<file path="src/logic/sbt_defines.vh">
`ifndef SBT_DEFINES_VH
`define SBT_DEFINES_VH

// instruction register width and codes
`define SBT_IR_W 3
`define SBT_INS_EXTEST 3'h0
`define SBT_INS_IDCODE 3'h1
`define SBT_INS_SAMPLEZ 3'h2
`define SBT_INS_PRELOAD 3'h4
`define SBT_INS_BYPASS 3'h7
// pattern captured into the low instruction bits
`define SBT_IR_CAPTURE 2'h1
// scan lengths
`define SBT_ID_W 32
`define SBT_BSR_W 109
// cell that gates the output bus under external test
`define SBT_OE_CELL 108
// consecutive high mode-select edges that reach reset
`define SBT_RESET_EDGES 5

`endif

</file>
<file path="src/logic/sbt_tap.v">
`timescale 1ns/1ps
`include "sbt_defines.vh"

// Overview of operation
// - sample on rising, update on falling edge; the code updates on the rising edge, only tdo and its enable move on falling
// - sample mode select; inputs pulled high
// - serial in at MSB, out at LSB
// - instruction selects the scan register
// - drive serial out only while shifting
// - five high mode-select edges reset controller
// - power-up reset floats serial output
// - exactly one register in scan path
// - three-bit instruction register loaded serially
// - identification instruction loaded on reset
// - instruction capture loads pattern 01
// - one-bit bypass register provided
// - bypass cleared when bypass takes effect
// - capture pin ring, shift boundary register
// - capture under extest, preload, sample-float
// - one boundary cell per bump
// - identification code captured then shifted
// - identification code hardwired and fixed
// - all eight codes decoded, three reserved
// - sample-float floats memory output bus
// - extest drives preloaded values onto pins
// - cell 108 gates bus, preset high
module sbt_tap #(
   parameter [31:0] ID_CODE = 32'h1234_5679 // arbitrary value, lsb one; the logic does not force the lsb
)(
   input wire i_clk,
   input wire i_rst_n,
   input wire i_ce,
   input wire i_tck,
   input wire i_tms,
   input wire i_tdi,
   input wire [`SBT_BSR_W-1:0] i_pin_ring,
   output reg o_tdo,
   output reg o_tdo_oe,
   output wire o_extest,
   output wire [`SBT_BSR_W-1:0] o_pin_drive,
   output wire o_bus_oe,
   output wire o_bus_float
);

   // ----------------------------------------
   // state codes
   // ----------------------------------------
   // one-hot, one flop per state; each state test compares the full sixteen-bit vector
   localparam [15:0] ST_TLR = 16'h0001;
   localparam [15:0] ST_RTI = 16'h0002;
   localparam [15:0] ST_SDS = 16'h0004;
   localparam [15:0] ST_CDR = 16'h0008;
   localparam [15:0] ST_SDR = 16'h0010;
   localparam [15:0] ST_E1D = 16'h0020;
   localparam [15:0] ST_PDR = 16'h0040;
   localparam [15:0] ST_E2D = 16'h0080;
   localparam [15:0] ST_UDR = 16'h0100;
   localparam [15:0] ST_SIS = 16'h0200;
   localparam [15:0] ST_CIR = 16'h0400;
   localparam [15:0] ST_SIR = 16'h0800;
   localparam [15:0] ST_E1I = 16'h1000;
   localparam [15:0] ST_PIR = 16'h2000;
   localparam [15:0] ST_E2I = 16'h4000;
   localparam [15:0] ST_UIR = 16'h8000;

   // ----------------------------------------
   // reset and input synchronisers
   // ----------------------------------------
   reg rst_meta;
   reg rst_sync;
   always @(posedge i_clk or negedge i_rst_n)
   begin
      if (!i_rst_n)
      begin
         rst_meta <= 1'b0;
         rst_sync <= 1'b0;
      end
      else
      begin
         rst_meta <= 1'b1;
         rst_sync <= rst_meta;
      end
   end

   // pull-ups: a floating pin is modelled as reset-high meta state
   reg [2:0] pin_meta;
   reg [2:0] pin_sync;
   reg tck_prev;
   always @(posedge i_clk or negedge rst_sync)
   begin
      if (!rst_sync)
      begin
         pin_meta <= 3'h6;
         pin_sync <= 3'h6;
         tck_prev <= 1'b0;
      end
      else if (i_ce)
      begin
         pin_meta <= {i_tms, i_tdi, i_tck};
         pin_sync <= pin_meta;
         tck_prev <= pin_sync[0];
      end
   end

   wire tms = pin_sync[2];
   wire tdi = pin_sync[1];
   // a clock held low never makes an edge, so the port stays idle
   // a low enable masks both edges as well as freezing the flops
   wire tck_rise = i_ce & pin_sync[0] & ~tck_prev;
   wire tck_fall = i_ce & ~pin_sync[0] & tck_prev;
   // tck is only sampled, so each level must last a full system clock or an edge is lost

   // ----------------------------------------
   // pin ring synchroniser
   // ----------------------------------------
   // the ring moves on the memory clock; two flops per cell keep a capture from
   // catching a cell in transition, at the cost of two cycles of lag
   wire [`SBT_BSR_W-1:0] ring_sync;
   genvar g;
   generate
      for (g = 0; g < `SBT_BSR_W; g = g + 1)
      begin : g_ring
         reg cell_meta;
         reg cell_sync;
         always @(posedge i_clk or negedge rst_sync)
         begin
            if (!rst_sync)
            begin
               cell_meta <= 1'b0;
               cell_sync <= 1'b0;
            end
            else if (i_ce)
            begin
               cell_meta <= i_pin_ring[g];
               cell_sync <= cell_meta;
            end
         end
         assign ring_sync[g] = cell_sync;
      end
   endgenerate

   // ----------------------------------------
   // controller
   // ----------------------------------------
   reg [15:0] state;
   reg [15:0] next_state;
   always @*
   begin
      case (state)
         ST_TLR: next_state = tms ? ST_TLR : ST_RTI;
         ST_RTI: next_state = tms ? ST_SDS : ST_RTI;
         ST_SDS: next_state = tms ? ST_SIS : ST_CDR;
         ST_CDR: next_state = tms ? ST_E1D : ST_SDR;
         ST_SDR: next_state = tms ? ST_E1D : ST_SDR;
         ST_E1D: next_state = tms ? ST_UDR : ST_PDR;
         ST_PDR: next_state = tms ? ST_E2D : ST_PDR;
         ST_E2D: next_state = tms ? ST_UDR : ST_SDR;
         ST_UDR: next_state = tms ? ST_SDS : ST_RTI;
         ST_SIS: next_state = tms ? ST_TLR : ST_CIR;
         ST_CIR: next_state = tms ? ST_E1I : ST_SIR;
         ST_SIR: next_state = tms ? ST_E1I : ST_SIR;
         ST_E1I: next_state = tms ? ST_UIR : ST_PIR;
         ST_PIR: next_state = tms ? ST_E2I : ST_PIR;
         ST_E2I: next_state = tms ? ST_UIR : ST_SIR;
         ST_UIR: next_state = tms ? ST_SDS : ST_RTI;
         default: next_state = ST_TLR;
      endcase
   end

   // ----------------------------------------
   // instruction decode
   // ----------------------------------------
   reg [`SBT_IR_W-1:0] ir;
   reg [`SBT_IR_W-1:0] ir_shift;

   // which data register sits in the scan path; reserved codes fall to bypass
   localparam [1:0] SEL_BYPASS = 2'h0;
   localparam [1:0] SEL_ID = 2'h1;
   localparam [1:0] SEL_BSR = 2'h2;

   function [1:0] sel_of;
      input [`SBT_IR_W-1:0] code;
      begin
         case (code)
            `SBT_INS_EXTEST: sel_of = SEL_BSR;
            `SBT_INS_SAMPLEZ: sel_of = SEL_BSR;
            `SBT_INS_PRELOAD: sel_of = SEL_BSR;
            `SBT_INS_IDCODE: sel_of = SEL_ID;
            default: sel_of = SEL_BYPASS;
         endcase
      end
   endfunction

   wire [1:0] dr_sel = sel_of(ir);

   // ----------------------------------------
   // scan registers, all on rising test-clock edges
   // ----------------------------------------
   reg bypass;
   reg [`SBT_ID_W-1:0] id_shift;
   reg [`SBT_BSR_W-1:0] bsr_shift;
   reg [`SBT_BSR_W-1:0] bsr_latch;
   // the code is a wire to a constant, so no scan can ever alter it
   wire [`SBT_ID_W-1:0] id_value = ID_CODE;

   always @(posedge i_clk or negedge rst_sync)
   begin
      if (!rst_sync)
      begin
         state <= ST_TLR;
         ir <= `SBT_INS_IDCODE;
         ir_shift <= `SBT_INS_IDCODE;
         bypass <= 1'b0;
         id_shift <= {`SBT_ID_W{1'b0}};
         bsr_shift <= {`SBT_BSR_W{1'b0}};
         bsr_latch <= {1'b1, {(`SBT_BSR_W-1){1'b0}}};
      end
      else if (tck_rise)
      begin
         state <= next_state;
         // act on the edge that enters reset, so five high edges are enough
         if (next_state == ST_TLR)
         begin
            ir <= `SBT_INS_IDCODE;
            bsr_latch[`SBT_OE_CELL] <= 1'b1;
         end
         if (state == ST_CIR)
            ir_shift <= {ir[`SBT_IR_W-1], `SBT_IR_CAPTURE};
         if (state == ST_SIR)
            ir_shift <= {tdi, ir_shift[`SBT_IR_W-1:1]};
         if (state == ST_UIR)
         begin
            ir <= ir_shift;
            if (sel_of(ir_shift) == SEL_BYPASS)
               bypass <= 1'b0;
         end
         if (state == ST_CDR)
         begin
            // bypass captures zero, so a chain stuck at one shows up
            bypass <= 1'b0;
            if (dr_sel == SEL_ID)
               id_shift <= id_value;
            if (dr_sel == SEL_BSR)
               bsr_shift <= ring_sync;
         end
         if (state == ST_SDR)
         begin
            case (dr_sel)
               SEL_ID: id_shift <= {tdi, id_shift[`SBT_ID_W-1:1]};
               SEL_BSR: bsr_shift <= {tdi, bsr_shift[`SBT_BSR_W-1:1]};
               default: bypass <= tdi;
            endcase
         end
         // pins only see a new pattern at update, never a half-shifted one
         if (state == ST_UDR && dr_sel == SEL_BSR)
            bsr_latch <= bsr_shift;
      end
   end

   // ----------------------------------------
   // serial output, falling test-clock edge
   // ----------------------------------------
   reg next_tdo;
   always @*
   begin
      if (state == ST_SIR)
         next_tdo = ir_shift[0];
      else
      begin
         case (dr_sel)
            SEL_ID: next_tdo = id_shift[0];
            SEL_BSR: next_tdo = bsr_shift[0];
            default: next_tdo = bypass;
         endcase
      end
   end

   always @(posedge i_clk or negedge rst_sync)
   begin
      if (!rst_sync)
      begin
         o_tdo <= 1'b0;
         o_tdo_oe <= 1'b0;
      end
      else if (tck_fall)
      begin
         o_tdo <= next_tdo;
         o_tdo_oe <= (state == ST_SIR) || (state == ST_SDR);
      end
   end

   // ----------------------------------------
   // memory-side controls
   // ----------------------------------------
   assign o_extest = (ir == `SBT_INS_EXTEST);
   assign o_pin_drive = bsr_latch;
   assign o_bus_oe = bsr_latch[`SBT_OE_CELL];
   assign o_bus_float = (ir == `SBT_INS_SAMPLEZ) || (o_extest && !o_bus_oe);

endmodule // sbt_tap
</file>
<file path="config.mk">
export PLATFORM = sky130hd
export DESIGN_NAME = sbt_tap
export DESIGN_NICKNAME = d
export VERILOG_FILES = /design/src/logic/sbt_tap.v
export VERILOG_INCLUDE_DIRS = /design/src /design/src/logic
export SDC_FILE = /design/constraint.sdc
export NUM_CORES = 1
export LEC_CHECK = 0
export BUFFER_PORTS_ARGS = -buffer_cell sky130_fd_sc_hd__clkbuf_2
export CAP_MARGIN = 20
export CORE_MARGIN = 1
export CORE_UTILIZATION = 45
export DETAILED_ROUTE_END_ITERATION = 10
export GPL_TIMING_DRIVEN = 0
export PLACE_DENSITY_LB_ADDON = 0.12
export SKIP_LAST_GASP = 1
export SLEW_MARGIN = 20
export SYNTH_ARGS = -nofsm -noshare
export SYNTH_HDL_FRONTEND = slang
export SYNTH_SLANG_ARGS = --single-unit
</file>
<file path="constraint.sdc">
create_clock -name i_clk -period 18.5 [get_ports i_clk]
set_input_delay 1.85 -clock i_clk [delete_from_list [all_inputs] [get_ports i_clk]]
set_output_delay 1.85 -clock i_clk [all_outputs]
set_load 0.03 [all_outputs]
</file>
==> results of run 1 <==
## cells by family after synthesis
| family | count (synthesis) |
|---|---|
| other | 1 |
| adder cells (fa/ha/maj) | 3 |
| XOR/XNOR | 9 |
| flip-flops | 502 |
| AND/OR/NAND/NOR | 213 |
| multiplexers | 335 |
| buffers and inverters | 119 |
| AO/OA/AOI/OAI | 298 |
## flip-flops by register name, summed over array words and instances, names as in the netlist, named ones only
name	flops
bsr_shift	109
g_ring.cell_meta	109
g_ring.cell_sync	109
o_pin_drive	109
state	16
ir	3
ir_shift	3
pin_meta	3
pin_sync	3
bypass	1
o_tdo	1
o_tdo_oe	1
rst_meta	1
rst_sync	1
tck_prev	1
## power groups by stage
stage / Sequential (mW) / Combinational, mW / Clock, mW
2_1_floorplan: 1.25 / 0.159 / 0
3_3_place_gp: 1.26 / 0.208 / 0
3_5_place_dp: 1.24 / 0.240 / 0
4_1_cts: 1.22 / 0.241 / 1.10
5_1_grt: 1.23 / 0.264 / 1.15
6_report: 1.22 / 0.238 / 1.07
## per-stage QoR
| stage | setup WS [ps] | hold WS, ps |
|---|---|---|
| after global placement | -1990 | 340 |
| after global routing | 14550 | 364 |
| after detailed placement | 14010 | 340 |
| after CTS | 14630 | 353 |
| final | 14690 | 352 |
| after floorplan | 3490 | 331 |
## synthesized netlist by cell type (all sizes together), types with 3 or more instances
master	instances	area, um2
a22o	21	184
dfstp	8	210
nand4b	5	43.8
inv	7	26.3
nor2	128	480
clkbuf	65	244
nor4	10	92.6
xor2	7	61.3
nor3	10	60.1
nand2	29	114
and3	5	31.3
o31ai	3	22.5
o41ai	4	35.0
a21oi	119	596
nand3	10	50.1
mux2	334	4130
buf	47	412
a22oi	3	22.5
or4	5	45.0
a31oi	4	25.0
o21ai	15	75.1
nand2b	4	25.0
nand4	4	25.0
o22a	15	131
o22ai	109	682
dfrtp	494	12400
## worst max path at each step
stage | start | endpoint | slack (ps) | depth (start not counted)
after global placement | rst_sync | o_pin_drive[81] | -1990 | 0
after detailed placement | i_ce | g_ring[55].cell_sync | 14010 | 5
after CTS | i_ce | g_ring[54].cell_meta | 14630 | 5
after floorplan | rst_sync | asynchronous set/reset pin | 3490 | 0
final | i_ce | g_ring[54].cell_meta | 14690 | 5
after global routing | i_ce | g_ring[19].cell_meta | 14550 | 5
## layer usage
layer | wire length [um] | up-vias | global-route usage [%]
li1 | - | 5937 | -
met1 | 20300 | 6431 | 27.4
met2 | 21400 | 280 | 32.1
met3 | 2590 | 59 | 4.92
met4 | 867 | 2 | 6.00
met5 | 12 | - | 0
## cell usage in the layout, fill, tap and decap left out, drive strengths merged, types with 2 or more instances in the layout
cell type and n:
o22ai 109, mux2 334, dfstp 8, o22a 15
xor2 7, nand4 4, bufinv 2, nor4b 2
a211oi 2, a22oi 3, o21ai 15, o41ai 4
clkbuf 379, ha 2, nand4b 5, nor3 10
a22o 21, o31ai 3, a21oi 119, nand2b 4
a31oi 4, inv 8, nor4 10, clkinv 5
or4 5, nor2 128, nand2 29, buf 58
and3 5, dfrtp 494, xnor2 2, nand3 10
## final cells by class
class | instances | area share, %
Timing Repair Buffer | 239 | 5.77
Buffer | 112 | 2.71
Antenna cell | 1 | 0.0103
Multi-Input combinational cell | 859 | 29.1
Tap cell | 592 | 3.05
Clock inverter | 8 | 0.387
Sequential cell | 502 | 51.8
Clock buffer | 86 | 6.98
Inverter | 7 | 0.108
==> reports/results.ini, run 1 <==
[critical_path]
r2r_end = bsr_shift[80]
critPathRequiredTime_ps = 18960
slowest_stage = clkbuf_1
rrSetupSlack_ps = 15440
critPathKind = in -> reg
arrival_ps = 4270
crit_family = buffers and inverters
path_cells = clkbuf_2 > clkbuf_1 > clkbuf_1 > clkbuf_1 > mux2_2
max_stage_delay_ps = 750
reg2reg_depth = 10
path_buf_inv = 4
crit_path_end_kind = register
cp-start-kind = input pin
critPathMaxFanout = 10
r2r_start = state[15]
cp_common_cell = clkbuf_1

[yosys]
synth-simple-area-share_pct = 4.88
ys_seq_area_share_pct = 61.9
syn-num-nets = 1597
synthCells = 1480
synth.ff_latch_count = 502
syn_area_um2 = 20300
yosysUniqueCellTypes = 48
ys.flop_type = dfrtp_1
synth_mux_area_share_pct = 20.4
synth-compound-area-share_pct = 8.93
yosysWarningCount = 0
synth-edff-count = 0
synthXorXnorAreaFrac_pct = 0.388
synth_top_family_by_area = multiplexers
async_reset_ff_share_pct = 100
avgSynthCellArea_um2 = 13.7
synthAdderAreaFrac_pct = 0.172

[global_routing]
grt_max_degree = 57
first_global_vias = 13300
grt_pass1_wl_um = 73900
antenna_found_initial = 3
overflow = 0
grt_usage_pct = 20.2

[cts]
cts_sinks = 502
htreeDepth = 2
clkTransAtPathRegs_ps = 60
cts-root-buf = clkbuf_16
cts_max_path_buffers = 3
numCtsBuffers = 53
cts.repair.resized = 0
worstSkewPairLatency_ps = 590
post_cts_buffers = 0
cts_tree = done
ctsHoldBuffers = 0

[placement]
place.gp.congestion = 0.836
placed_cells = 2311
dp_hpwl_um = 30800
placed_cell_area_um2 = 22500
portBuffers = 228

[timing]
fin_skew_ps = 20.8
relSlewSlack_pct = 32.8
period_needed_ps = 3810
hold_viol_final = 0
tns_ps = 0
max_clock_freq_mhz = 263
finalSetupViolCount = 0
drv_slew = 0
rsz0062_at_grt = no
final.period_utilization_pct = 20.6
tightest_slew_ps = 1010

[finish]
fin_cells = 2406
n_fill_cell = 3747
final_area_um2 = 24300
fin_nets = 1891
multiInputGateArea_um2 = 7070
regArea_um2 = 12600
drive_gt1_share_pct = 39.5
final_util_pct = 54.6
area_growth_syn_to_layout_pct = 19.4

[power]
share_seq_of_total_power_pct = 48.3
p_comb_share_pct = 9.4
power-per-cell-area_nw_per_um2 = 104
p_clk_share_pct = 42.3
internal_power_mw = 1.94
vdd_drop_max_v = 0.0000840
switching_share_pct = 23.6
p_sw_uw = 596
p_total_mw = 2.53
leakage_nw = 11.8

[die]
die_w_um = 214
initial_utilization_pct = 45.7
core_area_um2 = 44400
io-pin-count = 229
rows = 77
die_y_um = 214
die_area_um2 = 46000

[hold_path]
min_path_cells = 0
worstHoldStart = rst_meta
hold_class = reg -> reg
holdPathEnd = rst_sync

[routing]
detail_route.vias_per_cell = 5.28
drc = 0
dr.pass1.iters = 4
via_count = 12700
ant_nets = 0
totalWireLength_um = 45100
detail_route.wl_per_cell_um = 18.7
drtIter0Drc = 613

[job]
drv_cap = 0

[run_status]
status = complete, no violations

Note: power is estimated with default switching activity, not from simulation.
==> run 2: changes to the inputs <==
Settings changed: ABC_AREA set to 1.
Clock period 18.5 ns to 3.4 ns, I/O delays scaled along.
==> reports/results.ini, run 2 <==
[hold_path]
hold_class = in -> async  ; was reg -> reg

[cts]
cts_sinks = 502  ; unchanged
cts_tree = done  ; unchanged
numCtsBuffers = 54  ; was 53
clkTransAtPathRegs_ps = 60  ; about the same
post_cts_buffers = 0  ; unchanged
cts_max_path_buffers = 3  ; unchanged
cts-root-buf = clkbuf_16  ; unchanged
worstSkewPairLatency_ps = 600  ; was 590 ps
htreeDepth = 2  ; unchanged

[routing]
detail_route.vias_per_cell = 4.99  ; was 5.28
ant_nets = 0  ; unchanged
wl_met3_um = 2270  ; was 2590 um
drtIter0Drc = 1253  ; was 613
wl_met1_um = 23300  ; was 20300 um
via_count = 15900  ; was 12700
detail_route.wl_per_cell_um = 15.9  ; was 18.7 um
dr.pass1.iters = 5  ; was 4
drc = 0  ; unchanged
totalWireLength_um = 50700  ; was 45100 um
top_layer_used = met4  ; was met5
met2WireLength_um = 23500  ; was 21400 um

[placement]
placed_cells = 2990  ; was 2311
placed_cell_area_um2 = 22200  ; was 22500 um2
dp_hpwl_um = 34600  ; was 30800 um
portBuffers = 228  ; unchanged
place.gp.congestion = 0.860  ; was 0.836

[finish]
diodes = 0  ; was 1
final_util_pct = 57.0  ; was 54.6%
final_area_um2 = 25100  ; was 24300 um2
fin_nets = 2684  ; was 1891
drive_gt1_share_pct = 15.4  ; was 39.5%
fin_cells = 3196  ; was 2406
area_growth_syn_to_layout_pct = 25.0  ; was 19.4%
final_cell_mix = nand2_1 (847), dfrtp_1 (493), clkbuf_2 (228)  ; was dfrtp_1 (493), mux2_2 (236), clkbuf_2 (229)
mostFrequentLayoutCell = nand2_1  ; was dfrtp_1

[die]
rows = 77  ; unchanged
die_area_um2 = 45500  ; was 46000 um2
initial_utilization_pct = 45.6  ; was 45.7%
die_w_um = 213  ; was 214 um
io-pin-count = 229  ; unchanged
core_area_um2 = 44100  ; was 44400 um2
die_y_um = 213  ; was 214 um

[timing]
period_needed_ps = 2520
relSlewSlack_pct = 39.2  ; was 32.8%
tightest_slew_ps = 912  ; was 1010 ps
drv_slew = 0  ; unchanged
final.period_utilization_pct = 74.1
rsz0062_at_grt = no  ; unchanged
fin_skew_ps = 12.7  ; was 20.8 ps
finalSetupViolCount = 0  ; unchanged
max_clock_freq_mhz = 397
hold_viol_final = 0  ; unchanged

[yosys]
syn-num-nets = 2278  ; was 1597
ys_seq_area_share_pct = 62.5  ; was 61.9%
avgSynthCellArea_um2 = 9.31  ; was 13.7 um2
synth_area_leader_cell = dfrtp_1  ; unchanged
ys_top_cells_by_count = nand2_1 (847), dfrtp_1 (494), inv_1 (163)  ; was dfrtp_1 (494), mux2_2 (236), nor2_1 (128)
synth_top_area_share_pct = 61.5  ; was 60.8%
syn_area_um2 = 20100  ; was 20300 um2
ys.flop_type = dfrtp_1  ; unchanged
yosysWarningCount = 0  ; unchanged
async_reset_ff_share_pct = 100  ; unchanged
synthCells = 2161  ; was 1480
synth_area_leaders = dfrtp_1 (61%), nand2_1 (16%), o22ai_1 (3.7%)  ; was dfrtp_1 (61%), mux2_2 (13%), mux2_4 (7.2%)
synth-edff-count = 0  ; unchanged
synth.ff_latch_count = 502  ; unchanged
yosysUniqueCellTypes = 37  ; was 48
yosysMostFrequentCell = nand2_1  ; was dfrtp_1

[critical_path]
critPathRequiredTime_ps = 3920  ; was 18960 ps
crit_path_end_kind = register  ; unchanged
rrSetupSlack_ps = 880  ; was 15440 ps
r2r_end = bsr_shift[81]  ; was bsr_shift[80]
arrival_ps = 3040  ; was 4270 ps
critPathKind = reg -> reg  ; was in -> reg
reg2reg_depth = 10  ; unchanged
cp-start-kind = register  ; was input pin
r2r_start = ir[0]  ; was state[15]
critPathMaxFanout = 10  ; unchanged

[global_routing]
first_global_vias = 15600  ; was 13300
grt_usage_pct = 22.8  ; was 20.2%
overflow = 0  ; unchanged
antenna_found_initial = 0  ; was 3
grt_pass1_wl_um = 81600  ; was 73900 um
grt_max_degree = 59  ; was 57

[power]
power-per-cell-area_nw_per_um2 = 572  ; was 104 nW/um2
vdd_drop_max_v = 0.000371  ; was 0.0000840 V
leakage_nw = 13.0  ; was 11.8 nW

[job]
drv_cap = 0  ; unchanged

[run_status]
status = complete, no violations  ; unchanged

-- run 2: cell families after synthesis --
kind of cell,count (synthesis),synth area share [%]
and+or+nand+nor,957,18.8
other,1,0.0186
AOI/OAI and AO/OA,397,12.5
buffers and inverters,302,6.07
adders and majority gates,2,0.124
DFF,502,62.5
-- run 2: how the worst max path moves through the flow --
stage                  start                    endpoint  slack, ps  cells past startpoint
floorplan           rst_sync  asynchronous set/reset pin      -1490                      0
global placement    rst_sync             o_pin_drive[75]      -3230                      0
detailed placement      i_ce        g_ring[54].cell_meta        600                      6
CTS                    ir[0]               bsr_shift[75]        900                      9
global route           ir[0]               bsr_shift[71]        660                      9
finish                 ir[0]               bsr_shift[81]        880                     10
-- run 2: final cells by class --
class,instances,area [um2]
multi-input combinational,1357,6320
tap,592,741
clock inverter,18,223
timing repair buffer,350,2510
buffer,133,587
fill,4032,19000
sequential,502,12600
clock buffer,75,1540
inverter,169,634
-- run 2: report_power, final --
part | switching (mW) | internal [mW] | leakage [nW] | total [mW]
logic | 1.13 | 0.604 | 6.18 | 1.74
registers | 0.296 | 6.45 | 5.94 | 6.75
clock network | 2.37 | 3.52 | 0.878 | 5.89
total | 3.80 | 10.6 | 13.0 | 14.4
-- run 2: repair_timing --
item / 4_1_cts / 5_1_grt
hold buffers: 113 / 0
hold endpoints to repair: 114 / 0
gates resized for setup: 0 / 0
-- run 2: metrics by stage --
stage	setup TNS, ps	power, mW	setup slack (ps)	hold WS (ps)
2_1_floorplan	-734510	7.92	-1490	44.4
3_3_place_gp	-1579560	8.43	-3230	126
3_5_place_dp	0	8.50	596	129
4_1_cts	0	14.5	899	16.5
5_1_grt	0	15.0	656	52.7
6_report	0	14.4	880	54.9
-- run 2: critical path, cell delays in order (launching register included) --
cell,delay [ps]
dfstp_2,520
inv_1,60
nor3_1,190
inv_1,70
ha_1,290
nand3_1,120
buf_2,400
buf_2,310
buf_4,220
o22ai_1,120
a22oi_2,130
-- run 2: metal layers --
metal	GRT usage [%]	vias up
met2	36.0	358
met5	0	-
li1	-	7805
met4	9.09	0
met3	3.27	98
met1	31.9	7681
